==> config.mk <==
export PLATFORM = sky130hd
export DESIGN_NAME = spseq_top
export DESIGN_NICKNAME = d
export VERILOG_FILES = /design/src/spseq_pkg.sv /design/src/spseq_sync.sv /design/src/spseq_timer.sv /design/src/spseq_top.sv
export VERILOG_INCLUDE_DIRS = /design/src
export SDC_FILE = /design/constraint.sdc
export NUM_CORES = 1
export LEC_CHECK = 0
export BUFFER_PORTS_ARGS = -buffer_cell sky130_fd_sc_hd__buf_2
export CORE_MARGIN = 4
export CORE_UTILIZATION = 36
export DETAILED_ROUTE_END_ITERATION = 8
export PLACE_DENSITY = 0.66
export RECOVER_POWER = 100
export SYNTH_ARGS = -nofsm -noshare
export SYNTH_HDL_FRONTEND = slang
export SYNTH_SLANG_ARGS = --single-unit
==> constraint.sdc <==
create_clock -name clk -period 2.8 [get_ports clk]
set_clock_uncertainty 0.05 [all_clocks]
set_input_delay 0.14 -clock clk [delete_from_list [all_inputs] [get_ports clk]]
set_output_delay 0.14 -clock clk [all_outputs]
set_load 0.05 [all_outputs]
==> src/spseq_map.svh <==
// Constant map of the self-polling run sequencer.
`ifndef SPSEQ_MAP_SVH
`define SPSEQ_MAP_SVH
`define SPSEQ_NUM_CFG 4
`define SPSEQ_MAX_CHAN 3
`define SPSEQ_TO_WIDTH 16
`define SPSEQ_CFG_A 2'h0
`define SPSEQ_CHAN_FIRST 2'h1
`define SPSEQ_NEXT_CHAN 2'h0
`define SPSEQ_NEXT_CFG 2'h1
`define SPSEQ_RESTART_A 2'h2
`define SPSEQ_RELOAD 2'h3
`define SPSEQ_POLL_COO 2'h0
`define SPSEQ_FIFO_CYCLE 1'b0
`define SPSEQ_FIFO_FRAME 1'b1
`define SPSEQ_MOD_WAKE 1'b0
`define SPSEQ_MOD_RUN 1'b1
`endif

==> src/spseq_pkg.sv <==
// Types of the self-polling run sequencer.
package spseq_pkg;
	typedef enum logic [3:0] {
		SPSEQ_IDLE = 4'b0001,
		SPSEQ_SEARCH = 4'b0010,
		SPSEQ_RUN = 4'b0100,
		SPSEQ_OFF = 4'b1000
	} spseq_state_t;
endpackage

==> src/spseq_sync.sv <==
// Three-flop input synchroniser with agreement of the last two stages.
`timescale 1ns/1ns
`default_nettype none
module spseq_sync #(
	parameter int WIDTH = 1
) (
	input wire logic clk,
	input wire logic rst_b,
	input wire logic [WIDTH-1:0] din,
	output logic [WIDTH-1:0] dout
);
	if (WIDTH < 1) begin
		$error("spseq_sync: WIDTH must be at least 1.");
	end
	logic [WIDTH-1:0] s1;
	logic [WIDTH-1:0] s2;
	logic [WIDTH-1:0] s3;
	always_ff @(posedge clk or negedge rst_b) begin
		if (!rst_b) begin
			s1 <= '0;
			s2 <= '0;
			s3 <= '0;
			dout <= '0;
		end else begin
			s1 <= din;
			s2 <= s1;
			s3 <= s2;
			for (int i = 0; i < WIDTH; i++) begin
				if (s2[i] == s3[i]) begin
					dout[i] <= s3[i];
				end
			end
		end
	end
endmodule
`default_nettype wire

==> src/spseq_timer.sv <==
// Loadable down-counter used as a reception timeout.
`timescale 1ns/1ns
`default_nettype none
module spseq_timer #(
	parameter int WIDTH = 16
) (
	input wire logic clk,
	input wire logic rst_b,
	input wire logic load,
	input wire logic run,
	input wire logic [WIDTH-1:0] value,
	output logic expired
);
	if (WIDTH < 2) begin
		$error("spseq_timer: WIDTH must be at least 2.");
	end
	logic [WIDTH-1:0] count;
	logic armed;
	always_ff @(posedge clk or negedge rst_b) begin
		if (!rst_b) begin
			count <= '0;
			armed <= 1'b0;
			expired <= 1'b0;
		end else begin
			expired <= 1'b0;
			if (load) begin
				count <= value;
				armed <= (value != '0);
			end else if (run && armed) begin
				if (count <= {{(WIDTH-1){1'b0}}, 1'b1}) begin
					armed <= 1'b0;
					expired <= 1'b1;
				end
				count <= count - {{(WIDTH-1){1'b0}}, 1'b1};
			end
		end
	end
endmodule
`default_nettype wire

==> src/spseq_top.sv <==
// Self-polling run sequencer: wake-up search, post-wake run state and exits.
`timescale 1ns/1ns
`default_nettype none
`include "spseq_map.svh"
module spseq_top import spseq_pkg::*; #(
	parameter int NUM_CFG = `SPSEQ_NUM_CFG,
	parameter int TO_WIDTH = `SPSEQ_TO_WIDTH
) (
	input wire logic clk,
	input wire logic rst_b,
	input wire logic master_mode_select,
	input wire logic sleepReq,
	input wire logic [1:0] pollMode,
	input wire logic [NUM_CFG-1:0] cfgEnable,
	input wire logic [NUM_CFG*2-1:0] config_channel_setup,
	input wire logic [NUM_CFG-1:0] external_processing_field,
	input wire logic [NUM_CFG*TO_WIDTH-1:0] sync_loss_timeout,
	input wire logic [NUM_CFG*TO_WIDTH-1:0] no_sync_word_timeout,
	input wire logic [NUM_CFG*TO_WIDTH-1:0] no_end_timeout,
	input wire logic modulation_type_select,
	input wire logic modSwitchEn,
	input wire logic msgIdScanEn,
	input wire logic fifoInitMode,
	input wire logic fifoLocked,
	input wire logic return_after_end_bit,
	input wire logic [1:0] endAction,
	input wire logic [1:0] timeoutAction,
	input wire logic parallel_wake_enable,
	input wire logic shared_pattern_bits_option,
	input wire logic [2:0] irqMask,
	input wire logic wakeFound,
	input wire logic onTimeDone,
	input wire logic offTimeDone,
	input wire logic symbolSync,
	input wire logic frame_sync_word,
	input wire logic msgIdFound,
	input wire logic end_of_message,
	input wire logic external_timeout_command,
	input wire logic external_end_command,
	output logic [3:0] stateOut,
	output logic [1:0] activeCfg,
	output logic [1:0] activeChan,
	output logic demodType,
	output logic [1:0] wake_channel_record,
	output logic [3:0] payloadRecord,
	output logic fifoClear,
	output logic fifoWriteEn,
	output logic idScanActive,
	output logic syncSearch,
	output logic syncRegReset,
	output logic pollTimerInit,
	output logic parallelWakeActive,
	output logic irqFrameStart,
	output logic irqMsgId,
	output logic irqEnd
);
	// The configuration index is two bits wide, so at most four sets fit.
	if (NUM_CFG < 1 || NUM_CFG > 4 || TO_WIDTH < 2) begin
		$error("spseq_top: unsupported parameter values.");
	end

	// Symbol sync and the sleep request are synchronised; one-cycle strobes from on-chip logic are not.
	logic [1:0] pinSync;
	logic symSync;
	logic sleepSync;
	spseq_sync #(.WIDTH(2)) u_sync (
		.clk(clk),
		.rst_b(rst_b),
		.din({symbolSync, sleepReq}),
		.dout(pinSync)
	);
	assign symSync = pinSync[1];
	assign sleepSync = pinSync[0];

	function automatic logic [1:0] chanCount(input logic [NUM_CFG*2-1:0] setup,
		input logic [1:0] cfg);
		logic [1:0] n;
		n = setup[cfg*2 +: 2];
		chanCount = (n == 2'h0) ? 2'h1 : n;
	endfunction

	function automatic logic [TO_WIDTH-1:0] pick(input logic [NUM_CFG*TO_WIDTH-1:0] v,
		input logic [1:0] cfg);
		pick = v[cfg*TO_WIDTH +: TO_WIDTH];
	endfunction

	spseq_state_t state;
	logic inRun;
	logic payloadSeen;
	logic pwuEnded;
	logic inPayload;
	logic syncLost;
	logic extAllowed;
	logic extTimeout;
	logic extEnd;
	logic toSync;
	logic toWord;
	logic toEnd;
	logic anyTimeout;
	logic endEvent;
	logic runEntry;
	logic reloadTimers;
	logic lastCfg;
	logic lastChan;
	logic [1:0] nextCfgIdx;
	logic nextCfgFound;

	assign inRun = (state == SPSEQ_RUN);
	assign extAllowed = external_processing_field[activeCfg];
	assign extTimeout = inRun && extAllowed && external_timeout_command;
	assign extEnd = inRun && extAllowed && external_end_command;
	assign endEvent = inRun && (end_of_message || extEnd);
	assign anyTimeout = inRun && (toSync || toWord || toEnd || extTimeout);
	assign runEntry = (state == SPSEQ_SEARCH) && wakeFound;
	assign lastChan = (activeChan >= chanCount(config_channel_setup, activeCfg));

	always_comb begin
		nextCfgIdx = `SPSEQ_CFG_A;
		nextCfgFound = 1'b0;
		for (int i = NUM_CFG - 1; i >= 0; i--) begin
			if (i > activeCfg && cfgEnable[i]) begin
				nextCfgIdx = 2'(i);
				nextCfgFound = 1'b1;
			end
		end
	end
	assign lastCfg = !nextCfgFound;

	// Timers are loaded on entry and on reload after end; external end reloads as well.
	assign reloadTimers = runEntry || (endEvent && endAction == `SPSEQ_RELOAD
		&& !return_after_end_bit) || extEnd;

	spseq_timer #(.WIDTH(TO_WIDTH)) u_toSync (
		.clk(clk),
		.rst_b(rst_b),
		.load(reloadTimers || (inRun && !syncLost)),
		.run(inRun && syncLost),
		.value(pick(sync_loss_timeout, activeCfg)),
		.expired(toSync)
	);
	spseq_timer #(.WIDTH(TO_WIDTH)) u_toWord (
		.clk(clk),
		.rst_b(rst_b),
		.load(reloadTimers || (inRun && frame_sync_word)),
		.run(inRun && !inPayload),
		.value(pick(no_sync_word_timeout, activeCfg)),
		.expired(toWord)
	);
	spseq_timer #(.WIDTH(TO_WIDTH)) u_toEnd (
		.clk(clk),
		.rst_b(rst_b),
		.load(reloadTimers),
		.run(inRun),
		.value(pick(no_end_timeout, activeCfg)),
		.expired(toEnd)
	);

	// Main sequencing between search, run and off.
	always_ff @(posedge clk or negedge rst_b) begin
		if (!rst_b) begin
			state <= SPSEQ_IDLE;
			activeCfg <= `SPSEQ_CFG_A;
			activeChan <= `SPSEQ_CHAN_FIRST;
			pollTimerInit <= 1'b0;
		end else begin
			pollTimerInit <= 1'b0;
			case (state)
				SPSEQ_IDLE: begin
					if (master_mode_select && !sleepSync) begin
						state <= SPSEQ_SEARCH;
						activeCfg <= `SPSEQ_CFG_A;
						activeChan <= `SPSEQ_CHAN_FIRST;
						pollTimerInit <= 1'b1;
					end
				end
				SPSEQ_SEARCH: begin
					if (!master_mode_select || sleepSync) begin
						state <= SPSEQ_IDLE;
					end else if (wakeFound) begin
						state <= SPSEQ_RUN;
					end else if (onTimeDone) begin
						if (!lastChan) begin
							activeChan <= activeChan + 2'h1;
						end else if (!lastCfg) begin
							activeCfg <= nextCfgIdx;
							activeChan <= `SPSEQ_CHAN_FIRST;
						end else begin
							state <= SPSEQ_OFF;
						end
					end
				end
				SPSEQ_RUN: begin
					if (!master_mode_select || sleepSync) begin
						state <= SPSEQ_IDLE;
					end else if (anyTimeout) begin
						// Constant on-off always restarts the poll period.
						pollTimerInit <= (timeoutAction == `SPSEQ_RESTART_A)
							|| (pollMode == `SPSEQ_POLL_COO);
						state <= SPSEQ_SEARCH;
						if (timeoutAction == `SPSEQ_RESTART_A) begin
							activeCfg <= `SPSEQ_CFG_A;
							activeChan <= `SPSEQ_CHAN_FIRST;
						end else if (!lastChan) begin
							activeChan <= activeChan + 2'h1;
						end else if (!lastCfg) begin
							activeCfg <= nextCfgIdx;
							activeChan <= `SPSEQ_CHAN_FIRST;
						end else begin
							state <= SPSEQ_OFF;
						end
					end else if (endEvent && (return_after_end_bit
						|| endAction != `SPSEQ_RELOAD)) begin
						pollTimerInit <= (endAction == `SPSEQ_RESTART_A)
							|| (pollMode == `SPSEQ_POLL_COO);
						state <= SPSEQ_SEARCH;
						if (endAction == `SPSEQ_RESTART_A) begin
							activeCfg <= `SPSEQ_CFG_A;
							activeChan <= `SPSEQ_CHAN_FIRST;
						end else if (!lastCfg) begin
							activeCfg <= nextCfgIdx;
							activeChan <= `SPSEQ_CHAN_FIRST;
						end else begin
							state <= SPSEQ_OFF;
						end
					end
				end
				SPSEQ_OFF: begin
					if (!master_mode_select || sleepSync) begin
						state <= SPSEQ_IDLE;
					end else if (offTimeDone) begin
						state <= SPSEQ_SEARCH;
						activeCfg <= `SPSEQ_CFG_A;
						activeChan <= `SPSEQ_CHAN_FIRST;
						pollTimerInit <= 1'b1;
					end
				end
				default: begin
					state <= SPSEQ_IDLE;
				end
			endcase
		end
	end

	assign stateOut = state;

	// Frame tracking inside the run state.
	always_ff @(posedge clk or negedge rst_b) begin
		if (!rst_b) begin
			inPayload <= 1'b0;
			payloadSeen <= 1'b0;
			syncLost <= 1'b0;
			pwuEnded <= 1'b0;
		end else begin
			if (!inRun || runEntry) begin
				inPayload <= 1'b0;
				payloadSeen <= 1'b0;
				syncLost <= 1'b0;
				pwuEnded <= 1'b0;
			end else begin
				syncLost <= !symSync;
				if (frame_sync_word) begin
					inPayload <= 1'b1;
				end else if (endEvent) begin
					inPayload <= 1'b0;
					payloadSeen <= 1'b1;
				end
				// A lost sync or a wake-up ends the parallel search; only an end event or leaving the run state re-arms it.
				if (parallelWakeActive && (!symSync || wakeFound)) begin
					pwuEnded <= 1'b1;
				end else if (endEvent) begin
					pwuEnded <= 1'b0;
				end
			end
		end
	end

	// Datapath controls and records.
	always_ff @(posedge clk or negedge rst_b) begin
		if (!rst_b) begin
			demodType <= `SPSEQ_MOD_WAKE;
			wake_channel_record <= `SPSEQ_CHAN_FIRST;
			payloadRecord <= 4'h0;
			fifoClear <= 1'b0;
			fifoWriteEn <= 1'b0;
			idScanActive <= 1'b0;
			syncSearch <= 1'b0;
			syncRegReset <= 1'b0;
			parallelWakeActive <= 1'b0;
			irqFrameStart <= 1'b0;
			irqMsgId <= 1'b0;
			irqEnd <= 1'b0;
		end else begin
			demodType <= (inRun && modSwitchEn) ? modulation_type_select
				: `SPSEQ_MOD_WAKE;
			if (runEntry) begin
				wake_channel_record <= activeChan;
			end
			if (inRun && end_of_message) begin
				payloadRecord <= {activeCfg, activeChan};
			end
			fifoClear <= (runEntry && fifoInitMode == `SPSEQ_FIFO_CYCLE)
				|| (inRun && frame_sync_word && !fifoLocked
				&& fifoInitMode == `SPSEQ_FIFO_FRAME);
			fifoWriteEn <= inRun && inPayload;
			idScanActive <= inRun && inPayload && msgIdScanEn;
			syncSearch <= inRun && !inPayload;
			// Shared-bit patterns need the framer history that the wake-up already filled.
			syncRegReset <= runEntry && !shared_pattern_bits_option;
			parallelWakeActive <= inRun && parallel_wake_enable && payloadSeen
				&& !inPayload && symSync && !syncLost && !pwuEnded;
			irqFrameStart <= inRun && frame_sync_word && !irqMask[0];
			irqMsgId <= inRun && inPayload && msgIdScanEn && msgIdFound
				&& !irqMask[1];
			irqEnd <= endEvent && !irqMask[2];
		end
	end
endmodule
`default_nettype wire

Word level (Yosys, flattened, before mapping) --
Cells that the tools add are included.
Storage, ports and cells: register bits after elaboration 91, input bits 238, output and inout port bits 25, word-level logic and storage cells 257
Cells by class: add/subtract/negate cells 4, $lt $le $gt $ge 8, equal/unequal tests 24, shift operators 4, muxes and demuxes 94, bitwise gates (word level) 1, reductions and logical operators 88
Operators by type and width (number):
- $shiftx 64x7->16 | 3
- $mux 16 | 6
- $mux 2 | 30
- $mux 4 | 15
- $le 16x1->1 const B | 3
- $reduce_bool 16->1 | 3
- $sub 16x1->16 const B | 3
- $logic_and 1x1->1 | 39
- $mux 1 | 38
- $ne 2x2->1 const B | 8
- $pmux 2 s4 | 2
- $pmux 4 s4 | 1
- $logic_or 1x1->1 | 15
- $reduce_bool 2->1 | 7
- $logic_not 1->1 | 13
- $ne 4x3->1 const B | 3
- $reduce_and 9->1 | 1
- $reduce_and 2->1 | 4
- $shiftx 8x4->2 | 1
- $eq 2x2->1 const B | 3
- $reduce_and 6->1 | 1
- $reduce_bool 3->1 | 2
- $eq 4x1->1 const B | 1
- $eq 4x2->1 const B | 1
- other kinds (17) | 20

Depth between registers and ports, before layout --
Gate-level depths: netlist of run 1.
depth in word-level cells 13, depth in mapped cells 11, mapped depth without buffers 9

Modules after synthesis --
From an unflattened synthesis of run 1, not the netlist that was laid out.
Unflattened totals: cell total of the unflattened synthesis 614, area total of the unflattened synthesis 6242.2 um2
By module, submodules not included:
- spseq_timer | instances 3, cells an instance 116, area an instance 1024.7 um2, seq. area each 450.4 um2
- spseq_top | instances 1, cells an instance 256, area an instance 2945.3 um2, seq. area each 729.4 um2
- spseq_sync | instances 1, cells an instance 10, area an instance 222.7 um2, seq. area each 200.2 um2

Worst setup path after synthesis of run 1 --
Ideal clock, no wire load.
path type register -> register, start point register activeCfg[0], end point register state[1], in the netlist stateOut[1], setup time 128 ps, arrival 3240 ps, required time 2622 ps, path slack -619 ps, cell stages (with the launch flop) 12, path buffers 2, period minus slack after synthesis 3419 ps, cells stage by stage dfrtp_1 > buf_2 > buf_2 > mux4_2 > nand2b_1 > ha_1 > nand2b_1 > a21oi_1 > nor4b_1 > o31ai_1 > a21boi_0 > o21ai_0
Between the ends: word-level cells in the longest chain between the ends 11, elaborated cells between the ends (all ways) 35, classes of those cells order compare (4); eq/ne (3); shift (1); mux (14); reduce/logical (13)
Ends and longest elaborated chain:
- start, declared | line spseq_top.sv:41 | output logic [1:0] activeCfg,
- start signal, assigned | line spseq_top.sv:162 | activeCfg <= `SPSEQ_CFG_A;
- start signal, assigned | line spseq_top.sv:171 | activeCfg <= `SPSEQ_CFG_A;
- start signal, assigned | line spseq_top.sv:185 | activeCfg <= nextCfgIdx;
- parallel branches: the longest is 11 deep, another holds $ge 2x2->1
- end signal, assigned | line spseq_top.sv:170 | state <= SPSEQ_SEARCH;
- end signal, assigned | line spseq_top.sv:194 | state <= SPSEQ_IDLE;
- end signal, assigned | line spseq_top.sv:199 | state <= SPSEQ_SEARCH;
- end, declared | line spseq_top.sv:87 | spseq_state_t state;
Parallel ways; which one is timed is not known. The select of a mux whose other input is x is not followed. A chain may end at the register's enable or synchronous reset.

Worst setup path in the final report of run 1 --
Ends and elaborated chain as after synthesis.

==> results of run 1 <==
==> cells by family after synthesis <==
logic type / count (synthesis) / share of synthesized area (%)
AND/OR/NAND/NOR: 245 / 21.7
AO/OA/AOI/OAI: 119 / 11.3
flip-flops: 91 / 37.0
multiplexers: 57 / 19.7
buffers and inverters: 44 / 3.37
XOR/XNOR: 35 / 4.97
adder cells (fa/ha/maj): 10 / 1.95
==> critical path: stages, from the launching register on <==
cell	delay (ps)
dfrtp_4	460
mux4_2	490
nand2b_1	190
ha_4	220
nand2b_4	140
a21oi_4	170
nor4b_2	80
o31ai_2	380
a21boi_2	220
o21ai_1	90
==> sequential cells by signal, summed over array words and instances, names as in the netlist, 2 cells and up <==
register / count
u_sync.dout: 2
u_sync.s2: 2
u_toEnd.count: 16
activeCfg: 2
payloadRecord: 4
u_sync.s3: 2
wake_channel_record: 2
stateOut: 4
u_toWord.count: 16
u_toSync.count: 16
u_sync.s1: 2
activeChan: 2
==> cells in the mapped netlist, types with 5 or more instances <==
library cell	instances	area share, %
o21ai_0	53	4.3
mux2_2	5	0.91
xnor2_1	25	3.6
inv_1	12	0.73
buf_2	16	1.3
nor2_1	45	2.7
o31ai_1	5	0.61
nor2b_1	7	0.71
nand2_1	77	4.7
mux4_2	51	19
dfrtp_1	88	36
nand3_1	11	0.89
nor4_1	18	1.8
xor2_1	10	1.4
a21o_1	5	0.61
nor3_1	14	1.1
clkbuf_1	11	0.67
or3_1	7	0.71
a21oi_1	22	1.8
o21ai_1	12	0.97
ha_1	8	1.6
nand4_1	9	0.91
nand2b_1	10	1.0
==> report_power, final <==
| group | total [mW] | switching [mW] | internal [mW] |
|---|---|---|---|
| Combinational | 2.16 | 1.16 | 0.997 |
| Clock | 1.20 | 0.577 | 0.618 |
| Sequential | 2.24 | 0.485 | 1.76 |
| Total | 5.59 | 2.22 | 3.37 |
==> cell type report <==
type | count | area [um2] | share of cell area [%]
inverters | 12 | 45.0 | 0.550
multi-input cells | 466 | 3720 | 45.4
clock inverters | 7 | 58.8 | 0.718
well taps | 220 | 275 | 3.36
flip-flops and latches | 91 | 2290 | 27.9
clock buffers | 9 | 225 | 2.75
repair buffers | 294 | 1580 | 19.2
diodes | 2 | 5.00 | 0.0611
==> path summary, 6_finish.rpt <==
check	startpoint	to	slack, ps
max	activeCfg[0]	stateOut[1]	190
min	fifoLocked	fifoClear	20
max reg2reg	activeCfg[0]	stateOut[1]	190
min reg2reg	u_sync.s1[0]	u_sync.s2[0]	300
max in group asynchronous	rst_b	stateOut[0]	1320
min in group asynchronous	rst_b	u_sync.dout[0]	510
==> layer usage <==
layer	vias to the layer above	GRT usage [%]	wire, um
met5	-	0	15
met3	27	3.41	1070
met2	230	34.4	10000
met1	2899	28.2	8640
met4	2	6.33	330
li1	2797	-	-
==> metrics.md, run 1 <==
| Metric | Value |
|---|---|
| CTS tree | built |
| Unrepaired setup endpoints after global routing | false |
| Worst hold-check path type | in2reg |
| Std-Cell Rows | 47 |
| Synthesized area per cell | 10.3 um2 |
| Most common cell after layout, fill and taps aside | buf_2 |
| EDFF count, synth | 0 |
| Placeable Area | about 17000 um2 |
| Largest net degree at the start of global routing | 48 |
| Total die area | 19300 um2 |
| Layout cells sized above 1 | 40.4% |
| Total power | 5.59 mW |
| VDD IR-drop max | around 0.00039 V |
| Initial antenna violation count | 3 |
| Status | completed |
| Post-cts sizing count | 0 |
| Drt pass-1 iters | 5 |
| Critical path data arrival time | 2790 ps |
| Worst Path Required | 2980 ps |
| Post-synthesis sequential area ratio | 37.0% |
| Worst-path maximum fanout | 5 |
| Detailed placer's ending HPWL | 16000 um |
| Hold Fails Final Rpt | 0 |
| Slew HR | a little over a fifth |
| Max clock buf depth | 2 |
| CP Launch Type | register |
| Total global routing overflow | 0 |
| Number of DRC markers in iteration 0 | around 420 |
| Placed cells | 1069 |
| PortBufs | 261 |
| Yosys Warn Count | 0 |
| Nets | 1120 |
| CTS clock-pin slew for the worst setup and hold paths | 70 ps |
| Io pins | between 200 and 300 |
| Max_cap viols | 0 |
| GRT Overall Usage | 20.8% |
| Hold buffers post-CTS | 14 |
| First-pass GRT wire length | around 32000 um |
| Die H | between 100 and 150 um |
| Total CTS buffers | 9 |
| Number of fillers in the final layout | 1638 |
| Num Clock Sinks | 91 |
| Top_reg_cell synth | dfrtp_1 |
| Cell count of the worst reg-to-reg path | 9 |
| Post-layout util | 49.0% |
| Dpl ws | 240 ps |
| Final setup margin | approximately 190 ps |
| H-tree depth | 3 |
| Syn nets | 847 |
| Starting Density | 36.9% |
| Yosys reg bits | 91 |
| Via density | 5.41 |
| Vias in the first global route | 6065 |
| Cell variety after synth | 65 |
| Remaining DRCs | 0 |
| WL per Instance | 18.2 um |
| Post-synthesis cell area | 6170 um2 |
| Remaining antenna violation count | 0 |
| Most frequent cells in the layout | buf_2, dfrtp_1, nand2_1 |
| Clock Tree Root | clkbuf_16 |
| Critical path type | reg2reg |
| Pwr dens | just under 700 nW/um2 |
| P&R area growth vs syn | 32.8% |
| Routed vias | 5955 |
| Smallest hold slack | about 20 ps |
| GP Congestion | 0.897 |
| Tcrit/Tclk final | 93.2% |
| Setup violators final | 0 |
| Finished Cell Area | between 8000 and 9000 um2 |
| P_leak | 3.40 nW |
| Async S/R FF share, synth | 100% |
| Hold path cells | 4 |
| Crit. End Element | register |
| Fin. max-slew vios | 0 |
| Placement Cell Area | 7830 um2 |
| Final min period | 2610 ps |
| WL final | 20100 um |
| Setup Fix Bufs, Post-CTS | 0 |
| Post-route insts no fill | 1101 |
| Worst-Skew Late Latency | 350 ps |
| Actual slew at the worst max-slew pin | 1180 ps |
| Syn Inst Count | 601 |
| Setup Total Neg Slack | 0 ps |
| Die Wd | 139 um |
| Max Clk Rate | 0.383 GHz |
Power figures use the tool's default switching activity.
==> run 2, diff against run 1 <==
PLACE_DENSITY = 0.65   (was 0.66)
SYNTH_HIERARCHICAL = 1   (was default)
==> metrics.md, run 2 <==
| Metric | Value |
|---|---|
| CP Launch Point | stateOut[0] |
| Worst-Skew Late Latency | approximately 350 ps |
| Post-synth top cells | dfrtp_1, nand2_1, nor2_1 |
| CTS clock-pin slew for the worst setup and hold paths | 60 ps |
| Remaining antenna violation count | 0 |
| Top_reg_cell synth | dfrtp_1 |
| Initial antenna violation count | 0 |
| Post-synthesis sequential area ratio | between 30% and 40% |
| Slew HR | around a fifth |
| WL per Instance | 17.9 um |
| GRT Overall Usage | 20.3% |
| Critical path type | reg2reg |
| Nets | roughly 1100 |
| Area share of the largest cell type after synthesis | 35.3% |
| Final min period | 2570 ps |
| Top flop regs | u_toEnd/count: 16 flops, u_toSync/count: 16 flops, u_toWord/count: 16 flops |
| Total CTS buffers | 9 |
| Fin. max-slew vios | 0 |
| Status | completed |
| H-tree depth | 3 |
| Post-route insts no fill | 1116 |
| Worst hold-check path type | in2reg |
| Crit-path slowest cell | or4b_4 |
| Largest net degree at the start of global routing | 47 |
| WL final | 20000 um |
| Io pins | approximately 260 |
| Std-Cell Rows | 47 |
| Multi-input gate area | 3770 um2 |
| Routed vias | 6022 |
| Post-synthesis cell area | 6240 um2 |
| Unrepaired setup endpoints after global routing | false |
| Drt pass-1 iters | 4 |
| Num Clock Sinks | 91 |
| Total power | 4.76 mW |
| Top post-synthesis cells by area | dfrtp_1, mux4_2, o21ai_0, nand2_1, nor2_1 |
| CP Launch Type | register |
| CTS tree | built |
| Crit. End Element | register |
| Vias in the first global route | 6149 |
| Syn Inst Count | 614 |
| Layout cells sized above 1 | 38.6% |
| Clock Tree Root | clkbuf_16 |
| Async S/R FF share, synth | 100% |
| Finished Cell Area | 8270 um2 |
| Cell accounting for the most synthesized area | dfrtp_1 |
| # diodes | 0 |
| Critical path data arrival time | 2780 ps |
| Hold Fails Final Rpt | 0 |
| RR Startpoint | stateOut[0] |
| EDFF count, synth | 0 |
| Syn nets | 860 |
| Cell variety after synth | 68 |
| Worst Path Required | 3010 ps |
| Starting Density | 37.2% |
| Number of DRC markers in iteration 0 | around 360 |
| Most frequent cell after synthesis | dfrtp_1 |
| Slowest stage delay, CP | between 600 and 700 ps |
| Detailed placer's ending HPWL | between 15000 and 20000 um |
| P&R area growth vs syn | 32.6% |
| Post-layout util | 49.4% |
| Final setup margin | 234 ps |
| Setup Fix Bufs, Post-CTS | 0 |
| CP cell instances | or4b_4 > nor2_1 > nand4bb_1 > or4_4 > or3_1 > a31oi_1 |
| Placed cells | ~1100 |
| Remaining DRCs | 0 |
| Synthesized area per cell | 10.2 um2 |
| Number of fillers in the final layout | 1609 |
| Min-delay src | parallel_wake_enable |
| Most common cell after layout, fill and taps aside | buf_2 |
| Die Wd | 140 um |
| Die H | about 140 um |
| VDD IR-drop max | 0.000285 V |
| Dpl ws | about 120 ps |
| Actual slew at the worst max-slew pin | 1180 ps |
| Total die area | 19500 um2 |
| Register area | 2290 um2 |
| Via density | 5.40 |
| Yosys Warn Count | 6 |
| Total global routing overflow | 0 |
| Max_cap viols | 0 |
| Pwr dens | between 500 and 600 nW/um2 |
| Tcrit/Tclk final | 91.6% |
| GP Congestion | roughly 0.86 |
| Setup violators final | 0 |
| Max Clk Rate | 0.390 GHz |
| Worst-path maximum fanout | 8 |
| Most frequent cells in the layout | buf_2, dfrtp_1, nand2_1 |
| Yosys reg bits | 91 |
| Placement Cell Area | 7940 um2 |
| PortBufs | 261 |
| P_leak | 3.43 nW |
| First-pass GRT wire length | ~32000 um |
| Placeable Area | 16800 um2 |
| Max clock buf depth | 2 |
==> run 2: cells by family after synthesis <==
family	synth area share, %
xor+xnor	3.93
simple gates	22.6
buf+inv	3.27
flops	36.5
compound gates	12.1
fa+ha+maj	1.96
mux	19.6
==> run 2: path summary, 6_finish.rpt <==
check	end	slack (ps)	depth (start not counted)
setup / recovery	u_toWord/count[15]	230	6
hold reg to reg	u_sync/s2[1]	300	0
hold / removal	parallelWakeActive	30	3
max in group asynchronous	activeCfg[0]	600	3
min in group asynchronous	fifoClear	530	2
setup reg to reg	u_toWord/count[15]	230	6
==> run 2: routing by layer <==
metal  part of all wire [%]  global-route usage, %  vias up
met1                     44                   26.8     2895
met4                    1.2                   4.44        0
met2                     49                   34.7      228
met3                    6.7                   4.12       17
met5                      0                      0        -
li1                       -                      -     2882
==> run 2: area by class of cell <==
| cell class | instances | area share, % |
|---|---|---|
| Multi-Input combinational cell | 477 | 45.6 |
| Clock inverter | 4 | 1.18 |
| Inverter | 18 | 0.877 |
| Clock buffer | 12 | 2.98 |
| Tap cell | 220 | 3.33 |
| Timing Repair Buffer | 294 | 18.4 |
| Sequential cell | 91 | 27.6 |
==> run 2: repair_timing <==
action / in CTS / in global routing
hold buffers: 8 / 0
endpoints found under the hold margin: 49 / 0
resized for setup: 0 / 3
setup endpoints to repair: 0 / 8
==> run 2: worst max-delay path: cells and delay by family (launching register included) <==
kind | cells | cell delay, ps
AOI/OAI and AO/OA | 1 | 170
DFF | 1 | 400
and+or+nand+nor | 5 | 1870
==> run 2: metrics by stage <==
| stage | TNS [ps] | hold WS (ps) |
|---|---|---|
| after floorplan | -20.2 | -206 |
| after global routing | 0 | 38.6 |
| after global placement | 0 | 151 |
| after CTS | 0 | 4.50 |
| final | 0 | 26.4 |
| after detailed placement | 0 | 144 |
==> run 2: where the power goes <==
part	leakage, nW	internal (mW)	total (mW)	switching, mW
clock	0.163	0.898	1.41	0.516
sequential	1.10	1.71	2.14	0.438
combinational	2.17	0.618	1.21	0.589
total	3.43	3.22	4.76	1.54
